==> src/design/gsm_pkg.sv <==
/*
 * gsm_pkg: widths, operation codes, states and conversion sizes for the
 * Gray / digit shuffle / table move execution unit.
 * Assumes nothing of its surroundings; shared by the buffer and the execution unit.
 */
package gsm_pkg;
    localparam int GSM_ACC_W = 32;
    localparam int GSM_WORD_W = 16;
    localparam int GSM_ADDR_W = 17;
    localparam int GSM_CNT_W = 16;
    localparam int GSM_MOVE_CNT_W = 12;
    localparam int GSM_GRAY_W = 16;
    localparam int GSM_BIN_W = 10;
    localparam int GSM_BCD_W = 16;
    localparam int GSM_BCD_KEEP = 10;
    localparam int GSM_DIGIT_W = 4;
    localparam int GSM_DIGITS = 8;
    localparam int GSM_BUF_DEPTH = 2;
    localparam int GSM_ENTRY_W = GSM_ADDR_W + GSM_WORD_W;

    // memory spaces seen on the read and write ports
    localparam logic GSM_SPACE_WORD = 1'h0;
    localparam logic GSM_SPACE_LABEL = 1'h1;

    typedef enum logic [2:0] {
        GSM_OP_GRAY = 3'h0,
        GSM_OP_SHUFFLE = 3'h1,
        GSM_OP_TABLE_MOVE = 3'h2,
        GSM_OP_LABEL_TO_WORD = 3'h3,
        GSM_OP_WORD_TO_LABEL = 3'h4
    } gsm_op_t;

    typedef enum logic [1:0] {
        GSM_ST_IDLE = 2'h1,
        GSM_ST_RUN = 2'h2
    } gsm_state_t;
endpackage

==> src/design/gsm_stream_if.sv <==
/*
 * gsm_stream_if: valid/ready word stream between the execution unit and
 * its two-entry buffer. Assumes both ends share one clock.
 */
`timescale 1ns/1ps
`default_nettype none
interface gsm_stream_if #(parameter int W = 8);
    logic valid;
    logic ready;
    logic [W-1:0] data;
    modport src (output valid, output data, input ready);
    modport snk (input valid, input data, output ready);
endinterface
`default_nettype wire

==> src/design/gsm_pair_buf.sv <==
/*
 * gsm_pair_buf: two-entry first-in first-out buffer with valid/ready on
 * both sides. Assumes one clock and an active-low asynchronous reset.
 */
`timescale 1ns/1ps
`default_nettype none
module gsm_pair_buf #(
    parameter int W = 8
) (
    // clock and reset
    input wire logic clock_i,
    input wire logic rst_n_i,
    // streams
    gsm_stream_if.snk in_s,
    gsm_stream_if.src out_s
);
    import gsm_pkg::*;

    typedef struct packed {
        logic [1:0][W-1:0] mem;
        logic rd_ptr;
        logic wr_ptr;
        logic [1:0] count;
    } gsm_buf_q_t;

    gsm_buf_q_t q;
    gsm_buf_q_t next_q;
    logic push;
    logic pop;

    assign in_s.ready = (q.count < 2'(GSM_BUF_DEPTH));
    assign out_s.valid = (q.count != 2'h0);
    assign out_s.data = q.mem[q.rd_ptr];
    assign push = in_s.valid && in_s.ready;
    assign pop = out_s.valid && out_s.ready;

    always_comb begin
        next_q = q;
        if (push) begin
            next_q.mem[q.wr_ptr] = in_s.data;
            next_q.wr_ptr = ~q.wr_ptr;
        end
        if (pop) begin
            next_q.rd_ptr = ~q.rd_ptr;
        end
        if (push && !pop) begin
            next_q.count = q.count + 2'h1;
        end else if (pop && !push) begin
            next_q.count = q.count - 2'h1;
        end
    end

    always_ff @(posedge clock_i or negedge rst_n_i) begin
        if (!rst_n_i) begin
            q <= '0;
        end else begin
            q <= next_q;
        end
    end
endmodule
`default_nettype wire

==> src/design/gsm_exec_unit.sv <==
/*
 * gsm_exec_unit: accumulator execution unit for Gray to BCD conversion,
 * digit shuffling, word table moves and label memory copies.
 * Assumes the host core supplies accumulator and stack levels with each
 * command on the same clock, and that both memories answer reads in order.
 */
`timescale 1ns/1ps
`default_nettype none
module gsm_exec_unit (
    // clock and reset
    input wire logic clock_i,
    input wire logic rst_n_i,
    // command from the host core
    input wire logic cmd_valid_i,
    output logic cmd_ready_o,
    input wire gsm_pkg::gsm_op_t cmd_op_i,
    input wire logic [gsm_pkg::GSM_ACC_W-1:0] acc_i,
    input wire logic [gsm_pkg::GSM_ACC_W-1:0] stack1_i,
    input wire logic [gsm_pkg::GSM_ACC_W-1:0] stack2_i,
    input wire logic [gsm_pkg::GSM_ADDR_W-1:0] operand_i,
    // result
    output logic done_o,
    output logic [gsm_pkg::GSM_ACC_W-1:0] acc_o,
    // source read port
    output logic rd_valid_o,
    input wire logic rd_ready_i,
    output logic rd_space_o,
    output logic [gsm_pkg::GSM_ADDR_W-1:0] rd_addr_o,
    input wire logic rd_data_valid_i,
    input wire logic [gsm_pkg::GSM_WORD_W-1:0] rd_data_i,
    // destination write port
    output logic wr_valid_o,
    input wire logic wr_ready_i,
    output logic wr_space_o,
    output logic [gsm_pkg::GSM_ADDR_W-1:0] wr_addr_o,
    output logic [gsm_pkg::GSM_WORD_W-1:0] wr_data_o
);
    import gsm_pkg::*;

    typedef struct packed {
        gsm_state_t state;
        logic [GSM_ACC_W-1:0] acc;
        logic done;
        logic [GSM_ADDR_W-1:0] rd_addr;
        logic [GSM_ADDR_W-1:0] wr_addr;
        logic [GSM_CNT_W-1:0] left_rd;
        logic [GSM_CNT_W-1:0] left_wr;
        logic src_space;
        logic dst_space;
        logic pending;
    } gsm_q_t;

    localparam gsm_q_t Q_RESET = '{state: GSM_ST_IDLE, default: '0};

    gsm_q_t q;
    gsm_q_t next_q;
    logic rd_fire;
    logic push;
    logic pop;
    logic [GSM_BCD_W-1:0] gray_bcd;

    gsm_stream_if #(.W(GSM_ENTRY_W)) fill_s ();
    gsm_stream_if #(.W(GSM_ENTRY_W)) drain_s ();

    gsm_pair_buf #(.W(GSM_ENTRY_W)) u_buf (
        .clock_i(clock_i),
        .rst_n_i(rst_n_i),
        .in_s(fill_s.snk),
        .out_s(drain_s.src)
    );

    function automatic logic [GSM_BCD_W-1:0] gray_to_bcd(
        input logic [GSM_GRAY_W-1:0] g
    );
        logic [GSM_GRAY_W-1:0] b;
        logic [GSM_BCD_W-1:0] bcd;
        b = '0;
        bcd = '0;
        b[GSM_GRAY_W-1] = g[GSM_GRAY_W-1];
        for (int i = GSM_GRAY_W - 2; i >= 0; i--) begin
            b[i] = b[i+1] ^ g[i];
        end
        // binary to BCD by shift and add-three over the encoder range
        for (int i = GSM_BIN_W - 1; i >= 0; i--) begin
            for (int d = 0; d < GSM_BCD_W / GSM_DIGIT_W; d++) begin
                if (bcd[d*GSM_DIGIT_W +: GSM_DIGIT_W] > 4'h4) begin
                    bcd[d*GSM_DIGIT_W +: GSM_DIGIT_W] =
                        bcd[d*GSM_DIGIT_W +: GSM_DIGIT_W] + 4'h3;
                end
            end
            bcd = {bcd[GSM_BCD_W-2:0], b[i]};
        end
        return bcd;
    endfunction

    function automatic logic [GSM_ACC_W-1:0] shuffle(
        input logic [GSM_ACC_W-1:0] src,
        input logic [GSM_ACC_W-1:0] order
    );
        logic [GSM_ACC_W-1:0] res;
        logic [GSM_DIGIT_W-1:0] sel;
        res = '0;
        sel = '0;
        // ascending walk lets the more significant duplicate overwrite
        for (int i = 0; i < GSM_DIGITS; i++) begin
            sel = order[i*GSM_DIGIT_W +: GSM_DIGIT_W];
            if (sel >= 4'h1 && sel <= 4'h8) begin
                res[(32'(sel) - 1) * GSM_DIGIT_W +: GSM_DIGIT_W] =
                    src[i*GSM_DIGIT_W +: GSM_DIGIT_W];
            end
        end
        return res;
    endfunction

    // a function result cannot be sliced directly, so it is named first
    assign gray_bcd = gray_to_bcd(acc_i[GSM_GRAY_W-1:0]);

    // one read in flight at most, issued only while the buffer has room,
    // so a returning word can always be pushed even if writes stall
    assign rd_valid_o = (q.state == GSM_ST_RUN) && (q.left_rd != '0) &&
                        !q.pending && fill_s.ready;
    assign rd_fire = rd_valid_o && rd_ready_i;
    assign rd_space_o = q.src_space;
    assign rd_addr_o = q.rd_addr;

    assign fill_s.valid = q.pending && rd_data_valid_i;
    assign fill_s.data = {q.wr_addr, rd_data_i};
    assign push = fill_s.valid && fill_s.ready;

    assign drain_s.ready = wr_ready_i;
    assign wr_valid_o = drain_s.valid;
    assign wr_addr_o = drain_s.data[GSM_ENTRY_W-1:GSM_WORD_W];
    assign wr_data_o = drain_s.data[GSM_WORD_W-1:0];
    assign wr_space_o = q.dst_space;
    assign pop = drain_s.valid && wr_ready_i;

    assign cmd_ready_o = (q.state == GSM_ST_IDLE);
    assign done_o = q.done;
    assign acc_o = q.acc;

    always_comb begin
        next_q = q;
        next_q.done = 1'b0;
        unique case (q.state)
            GSM_ST_IDLE: begin
                if (cmd_valid_i) begin
                    case (cmd_op_i)
                        GSM_OP_GRAY: begin
                            next_q.acc = {{(GSM_ACC_W - GSM_BCD_KEEP){1'b0}},
                                gray_bcd[GSM_BCD_KEEP-1:0]};
                            next_q.done = 1'b1;
                        end
                        GSM_OP_SHUFFLE: begin
                            next_q.acc = shuffle(stack1_i, acc_i);
                            next_q.done = 1'b1;
                        end
                        GSM_OP_TABLE_MOVE: begin
                            next_q.rd_addr = acc_i[GSM_ADDR_W-1:0];
                            next_q.wr_addr = operand_i;
                            next_q.left_rd = GSM_CNT_W'(
                                stack1_i[GSM_MOVE_CNT_W-1:0]);
                            next_q.left_wr = GSM_CNT_W'(
                                stack1_i[GSM_MOVE_CNT_W-1:0]);
                            next_q.src_space = GSM_SPACE_WORD;
                            next_q.dst_space = GSM_SPACE_WORD;
                            next_q.state = GSM_ST_RUN;
                        end
                        GSM_OP_LABEL_TO_WORD,
                        GSM_OP_WORD_TO_LABEL: begin
                            // offset applies to both ends, unchecked
                            next_q.rd_addr = acc_i[GSM_ADDR_W-1:0] +
                                stack1_i[GSM_ADDR_W-1:0];
                            next_q.wr_addr = operand_i +
                                stack1_i[GSM_ADDR_W-1:0];
                            next_q.left_rd = stack2_i[GSM_CNT_W-1:0];
                            next_q.left_wr = stack2_i[GSM_CNT_W-1:0];
                            next_q.src_space =
                                (cmd_op_i == GSM_OP_LABEL_TO_WORD) ?
                                GSM_SPACE_LABEL : GSM_SPACE_WORD;
                            next_q.dst_space =
                                (cmd_op_i == GSM_OP_LABEL_TO_WORD) ?
                                GSM_SPACE_WORD : GSM_SPACE_LABEL;
                            next_q.state = GSM_ST_RUN;
                        end
                        default: begin
                            // unknown code: acknowledge, leave accumulator
                            next_q.done = 1'b1;
                        end
                    endcase
                end
            end
            GSM_ST_RUN: begin
                if (rd_fire) begin
                    next_q.rd_addr = q.rd_addr + GSM_ADDR_W'(1);
                    next_q.left_rd = q.left_rd - GSM_CNT_W'(1);
                    next_q.pending = 1'b1;
                end
                if (push) begin
                    next_q.wr_addr = q.wr_addr + GSM_ADDR_W'(1);
                    next_q.pending = 1'b0;
                end
                if (pop) begin
                    next_q.left_wr = q.left_wr - GSM_CNT_W'(1);
                end
                if (q.left_wr == '0) begin
                    next_q.done = 1'b1;
                    next_q.state = GSM_ST_IDLE;
                end
            end
        endcase
    end

    always_ff @(posedge clock_i or negedge rst_n_i) begin
        if (!rst_n_i) begin
            q <= Q_RESET;
        end else begin
            q <= next_q;
        end
    end
endmodule
`default_nettype wire

==> config.mk <==
export PLATFORM = sky130hd
export DESIGN_NAME = gsm_exec_unit
export DESIGN_NICKNAME = d
export VERILOG_FILES = /design/src/design/gsm_pkg.sv /design/src/design/gsm_stream_if.sv /design/src/design/gsm_pair_buf.sv /design/src/design/gsm_exec_unit.sv
export SDC_FILE = /design/constraint.sdc
export NUM_CORES = 1
export LEC_CHECK = 0
export ABC_AREA = 1
export BUFFER_PORTS_ARGS = -buffer_cell sky130_fd_sc_hd__buf_2
export CORE_UTILIZATION = 40
export CTS_BUF_LIST = sky130_fd_sc_hd__clkbuf_4 sky130_fd_sc_hd__clkbuf_8
export CTS_CLUSTER_DIAMETER = 40
export CTS_CLUSTER_SIZE = 28
export DETAILED_ROUTE_END_ITERATION = 8
export GPL_TIMING_DRIVEN = 0
export PLACE_DENSITY = 0.63
export SLEW_MARGIN = 20
export SYNTH_ARGS = -nofsm -noshare
export SYNTH_HDL_FRONTEND = slang
export SYNTH_SLANG_ARGS = --single-unit
==> constraint.sdc <==
create_clock -name clock_i -period 2.5 [get_ports clock_i]
set_clock_uncertainty 0.05 [all_clocks]
set_input_delay 0.25 -clock clock_i [delete_from_list [all_inputs] [get_ports clock_i]]
set_output_delay 0.25 -clock clock_i [all_outputs]
set_load 0.05 [all_outputs]
==> reports/results.ini, run 1 <==
[synth]
synth_nets = 3202
synth_cell_types = 66
ys_warn_count = 0
ys_async_sr_fraction = 1.000
synth.cell_area_sq_um = 18840
synth_area_leaders = dfrtp_1 23%, nand2_1 12%, ha_1 9.6%
ys_seq_area_frac = 0.2312
synth_edf_count = 0
syn_inst = 2917
postSynthAreaPerCell_sq_um = 6.458
ys_ff_latch = 174
ys.flop_type = dfrtp_1
synth_top_area_frac = 0.2298
yosysTopAreaCell = dfrtp_1

[worst_setup_path]
cp-end-kind = flop
crit_buf_inv = 11
crit_required_ns = 2.93
slowest_stage = ha_4
critPathMostFrequentCell = nand2_2
critical_path_class = input port to flop
path_delay_family = simple AND/OR/NAND/NOR gates
cp_max_fo = 6
cpPeakStageDelay_ns = 0.30
cp-start-kind = input port
arrival_ns = 5.38

[sta]
finalSetupViolations = 38
timing.fmax_mhz = 201.9
final_hold_viol_count = 0
tns_ns = -39.46
hold_slack_ns = 0.06825
fin_crit_sh = 1.981
drv_slew = 0
slew_headroom = 0.5285
min_period_ns = 4.952
worst_pin_slew_ns = 0.7073
layout_setup_ws_ns = -2.452
rsz0062_at_grt = yes

[floorplan]
die_area_sq_um = 47970
core-area_sq_um = 46460
io_pins = 226
die_x_microns = 219.0
rows = 79
die_h_microns = 219.0
initial_utilization = 0.4055

[routing]
finalWirelength_microns = 73230
drc_errors = 0
viasPerCell = 5.602
antenna_left = 0
wl_per_cell_microns = 18.39
drt_pass1_iterations = 8
drt-initial-drc-count = 2090
routed-via-count = 22310

[clock_tree]
insertion_delay_ns = 0.56
cts_tree = done
h-tree-depth = 4
cts_buffer_depth = 2
clock_sinks = 174
clk_pin_slew_ns = 0.12
cts_buffers = 17
cts_root_buffer = clkbuf_8

[outcome]
status = complete, but fails checks
violations = negative setup slack

[hold_path]
min_path_type = input port to flop

[power]
power_per_cell_area_nw_per_um2 = 1049
p_total_mw = 27.28
ir_worst_vdd_mv = 1.983
leakagePower_nw = 12.23

[placement]
place.gp.congestion = 1.003
portBuffers = 209
hpwlAfterDp_microns = 54400

[finish]
nets = 3647
multi_input_area_sq_um = 14740
drive_above_1_share = 0.3135
area_growth_pct = 38.02
fin_util = 0.5597
register_area_sq_um = 4357
fill_cells = 4474

[global_route]
grt_pass1_vias = 20990
grt-ovfl-total = 0
antenna_found_initial = 3
grt_pass1_wl_microns = 110200
grt_start_max_net_pins = 73
grt_usage = 0.2937

[job]
maxCapViolCount = 0

layout by cell type (no fill, tap or decap), types with 24 or more instances in the layout:
master	Yosys	routed
nor3_1	69	51
buf_6	1	42
o21ai_1	1	44
nand3_2	8	37
inv_2	10	53
a31oi_1	52	40
buf_2	5	197
clkbuf_1	65	46
dfrtp_1	173	172
nand4_1	55	55
o21ai_0	276	201
nand2_4	13	32
nor2_1	306	244
nor2_4	1	24
nand2_1	605	531
inv_1	423	360
o21ai_2	3	33
nor2_2	1	40
ha_1	145	95
a21oi_1	130	92
nand2_2	22	75
o211ai_1	77	77
dlygate4sd3_1	0	27
a21oi_2	3	40
buf_4	50	201
xor2_1	34	31
ha_4	0	40
nand3_1	152	115
registers in the layout, summed over array words and instances, names as in the netlist:
| register | count |
|---|---|
| acc_o | 32 |
| u_buf.q | 70 |
| wr_space_o | 1 |
| fill_s.data | 17 |
| done_o | 1 |
| rd_space_o | 1 |
| rd_addr_o | 17 |
| q | 35 |
layout make-up:
class | count | area share
Antenna cell | 1 | 0.00009624
Buffer | 121 | 0.03041
Clock buffer | 19 | 0.009817
Clock inverter | 13 | 0.005823
Inverter | 442 | 0.06833
Multi-Input combinational cell | 2178 | 0.5669
Sequential cell | 174 | 0.1676
Tap cell | 607 | 0.02921
Timing Repair Buffer | 428 | 0.1219
repair_timing:
action                     4_1_cts  5_1_grt
setup endpoints to repair       91      132
pin swaps                      125      129
hold buffers                    27        0
gates resized for setup        282      324
hold endpoints to repair       146        0
setup buffers                  126       62
gates cloned                     0        3
metal layers:
layer / GRT usage / wire length, microns
met1: 0.3761 / 30900
met2: 0.4911 / 34490
met3: 0.04726 / 4922
met4: 0.1162 / 2899
met5: 0 / 27
report_power, final:
| part | leakage [nW] | internal (mW) | switching [mW] |
|---|---|---|---|
| registers | 2.09 | 3.75 | 0.729 |
| clock network | 0.202 | 0.865 | 1.31 |
| logic | 9.94 | 8.32 | 12.3 |
Yosys cell counts, types with 5 or more instances:
master and number:
a21oi_1 130, nor2_1 306, nand3b_1 16, a31oi_1 52, a22o_1 8, nand4_1 55, nor3_1 69, xor2_1 34
o22ai_1 16, ha_1 145, nor4_1 36, nand2_2 22, a22oi_1 22, o221ai_1 15, dfrtp_1 173, inv_2 10
nand3_2 8, clkbuf_1 65, o211ai_1 77, o31ai_1 11, nand2_4 13, nand2_1 605, o21ai_0 276, or2_2 14
o21bai_1 21, buf_4 50, clkinv_1 8, nand3_1 152, xnor2_1 14, inv_1 423, buf_2 5
path summary, 6_finish.rpt:
check,from,to,slack [ns],cells after the start
worst max-delay path,acc_i[14],acc_o[8],-2.45,45
worst min-delay path,stack2_i[10],q[29],0.07,3
worst max register to register,q[21],rd_addr_o[11],-0.03,15
worst min register to register,u_buf.q[0],u_buf.q[0],0.43,1
max in group asynchronous,rst_n_i,u_buf.q[4],1.23,4
min in group asynchronous,rst_n_i,rd_addr_o[8],0.12,2
worst register-to-register path: stages (launching register included):
cell and delay, ns:
dfrtp_1 0.46, nor2_2 0.18, nand3_4 0.12, nor3_4 0.16, nand3_2 0.12, nor2_2 0.12, nand2_2 0.09, nor3_4 0.22
nor4_4 0.08, nand2_1 0.11, nand2_2 0.07, nand2_4 0.17, buf_12 0.15, buf_8 0.13, a31oi_1 0.05, a22oi_1 0.19
logic make-up after synthesis:
family / synth area share
AOI/OAI and AO/OA: 0.2125
xor gates and xnor gates: 0.02491
and+or+nand+nor: 0.3090
buffers and inverters: 0.1234
muxes: 0.0005313
adders and majority gates: 0.09843
DFF: 0.2312
stage by stage:
stage / setup slack (ns) / cells / instance area [sq um]
final: -2.452 / 3983 / 26000
after global routing: -2.701 / 3982 / 26000
after CTS: -2.234 / 3918 / 24180
after detailed placement: -3.658 / 3735 / 21450
after global placement: -3.528 / 3733 / 21390
after floorplan: -2.732 / 2917 / 19580
(Power assumes the default switching activity.)
==> run 2: changes to the inputs <==
--- a/config.mk
+++ b/config.mk
@@ -14,6 +14,7 @@
 export DETAILED_ROUTE_END_ITERATION = 8
 export GPL_TIMING_DRIVEN = 0
 export PLACE_DENSITY = 0.63
+export SETUP_SLACK_MARGIN = 0.2
 export SLEW_MARGIN = 20
 export SYNTH_ARGS = -nofsm -noshare
 export SYNTH_HDL_FRONTEND = slang
==> reports/results.ini, run 2 (synthesized netlist as in run 1, its figures left out) <==
[finish]
layout.cells.non_filler = 4013  ; +0.75%
nets = 3674  ; +0.74%
largest_register_ffs = 70  ; unchanged
final_cell_area_sq_um = 26390  ; +1.5%
fin_util = 0.5681  ; +0.008430
final_common_cell = nand2_1
drive_above_1_share = 0.3222  ; +0.008682
area_growth_pct = 40.09
final_cell_mix = 528 x nand2_1, 363 x inv_1, 245 x nor2_1, 232 x buf_4, 195 x o21ai_0
top_register = u_buf.q

[worst_setup_path]
rr_endpoint = q[29]
crit_required_ns = 2.97  ; +0.04 ns
slowest_stage = ha_1
arrival_ns = 5.57  ; +0.19 ns
regToRegStartpoint = q[20]
cpPeakStageDelay_ns = 0.33  ; +0.03 ns
critical_path_class = input port to flop
cp-end-kind = flop
cp-start-kind = input port
r2r_cells = 17  ; +2
critPathMostFrequentCell = nand2_2
ff2ff_setup_slack_ns = -0.14  ; -0.11 ns
cp_max_fo = 6  ; unchanged

[floorplan]
rows = 79  ; unchanged
io_pins = 226  ; unchanged
die_h_microns = 219.0  ; unchanged
die_area_sq_um = 47970  ; unchanged
die_x_microns = 219.0  ; unchanged
core-area_sq_um = 46460  ; unchanged
initial_utilization = 0.4055  ; unchanged

[clock_tree]
cts_buffer_depth = 2  ; unchanged
cts_tree = done
clock_sinks = 174  ; unchanged
cts_buffers = 17  ; unchanged
insertion_delay_ns = 0.57  ; about the same
clk_pin_slew_ns = 0.12  ; about the same
h-tree-depth = 4  ; unchanged
cts_root_buffer = clkbuf_8

[routing]
viasPerCell = 5.640  ; +0.68%
antenna_left = 0  ; unchanged
wl_per_cell_microns = 18.58  ; +1.1%
drc_errors = 0  ; unchanged
finalWirelength_microns = 74580  ; +1.8%
drt_pass1_iterations = 6  ; -2
drt-initial-drc-count = 1835  ; -12%
routed-via-count = 22630  ; +1.4%

[outcome]
violations = negative setup slack
status = complete, but fails checks

[sta]
tns_ns = -44.57  ; -5.107 ns
final_hold_viol_count = 0  ; unchanged
rsz0062_at_grt = yes
hold_slack_ns = 0.05919  ; -0.009052 ns
timing.fmax_mhz = 195.9  ; -3.0%
fin_crit_sh = 2.041  ; +0.06055
layout_setup_ws_ns = -2.603  ; -0.1514 ns
worst_pin_slew_ns = 0.6919  ; -0.01534 ns
slew_headroom = 0.5352  ; +0.006677
finalSetupViolations = 66  ; +74%
min_period_ns = 5.103  ; +0.1514 ns
drv_slew = 0  ; unchanged

[power]
p_seq_frac = 0.165  ; about the same
p_total_mw = 27.38  ; +0.38%
p_int_mw = 12.72  ; -1.7%
ir_worst_vdd_mv = 1.790  ; -9.7%
switching_share = 0.5353  ; +0.009698
clkPwrFrac = 0.079  ; about the same
leakagePower_nw = 12.48  ; +2.1%
p_comb_frac = 0.756  ; about the same
p_sw_mw = 14.66  ; +2.2%
power_per_cell_area_nw_per_um2 = 1038  ; -1.1%

[global_route]
antenna_found_initial = 4  ; +1
grt_pass1_wl_microns = 110000  ; -0.19%
grt_start_max_net_pins = 100  ; +37%
grt-ovfl-total = 0  ; unchanged
grt_pass1_vias = 20750  ; -1.2%
grt_usage = 0.2952  ; +0.001447

[placement]
portBuffers = 209  ; unchanged
dp_cells = 3734  ; -0.027%
hpwlAfterDp_microns = 54510  ; +0.20%
place_area_sq_um = 21520  ; +0.32%
pre_cts_slack_ns = -3.706  ; -0.04745 ns
place.gp.congestion = 1.002  ; -0.14%

[hold_path]
min_path_type = input port to flop
holdPathStages = 4  ; +1
hold_start = rd_data_valid_i
worstHoldEndpoint = u_buf.q[2]

[job]
maxCapViolCount = 0  ; unchanged

==> run 2: cell count changes in the layout (fill, tap and decap cells not counted), moves of 6 or more <==
| cell | change |
|---|---|
| buf_2 | -21 |
| buf_4 | +31 |
| clkbuf_1 | -10 |
| clkbuf_2 | +9 |
| clkbuf_4 | +15 |
| nor3_2 | -6 |
| nor4_1 | +8 |
| o21ai_0 | -6 |
==> run 2: power groups by stage <==
stage / clock, mW / combinational, mW / sequential, mW
6_report: 2.18 / 20.7 / 4.52
5_1_grt: 2.33 / 22.3 / 4.62
4_1_cts: 2.24 / 17.7 / 4.43
3_5_place_dp: 0 / 14.7 / 4.45
3_3_place_gp: 0 / 14.3 / 4.41
2_1_floorplan: 0 / 11.8 / 4.29
==> run 2: layer usage <==
metal | up-vias | GRT usage | share of wire
li1 | 10720 | - | -
met1 | 10780 | 0.3766 | 0.42
met2 | 938 | 0.4944 | 0.47
met3 | 185 | 0.04602 | 0.070
met4 | 4 | 0.1208 | 0.038
met5 | - | 0 | 0.00036
==> run 2: how the worst max path moves through the flow <==
| stage | to | cells after the start | from |
|---|---|---|---|
| 2_1_floorplan | acc_o[8] | 49 | acc_i[14] |
| 3_3_place_gp | acc_o[2] | 54 | acc_i[14] |
| 3_5_place_dp | acc_o[2] | 54 | acc_i[14] |
| 4_1_cts | acc_o[8] | 49 | acc_i[14] |
| 5_1_grt | acc_o[8] | 47 | acc_i[14] |
| 6_report | acc_o[8] | 45 | acc_i[14] |
==> run 2: worst max-delay path: cells and delay by family <==
family	cells	cell delay, ns
adders and majority gates	8	1.82
and+or+nand+nor	22	2.06
xor gates and xnor gates	1	0.18
AOI/OAI and AO/OA	2	0.38
buffers and inverters	12	0.86
==> run 2: timing repair <==
action	in CTS	in global routing
buffers inserted	124	87
hold buffers	26	0
gates cloned	6	0
gates resized for setup	307	349
endpoints found under the hold margin	118	0
endpoints found under the setup margin	120	135
pin swaps	120	222
==> run 2: area by class of cell <==
| cell class | count | area (sq um) |
|---|---|---|
| antenna | 4 | 10.01 |
| fill | 4393 | 20060 |
| inverter | 442 | 1777 |
| clock inverter | 15 | 172.7 |
| sequential | 174 | 4359 |
| timing repair inverter | 1 | 6.256 |
| timing repair buffer | 452 | 3379 |
| tap | 607 | 759.5 |
| multi-input combinational | 2178 | 14820 |
| buffer | 123 | 875.8 |
| clock buffer | 17 | 234.0 |
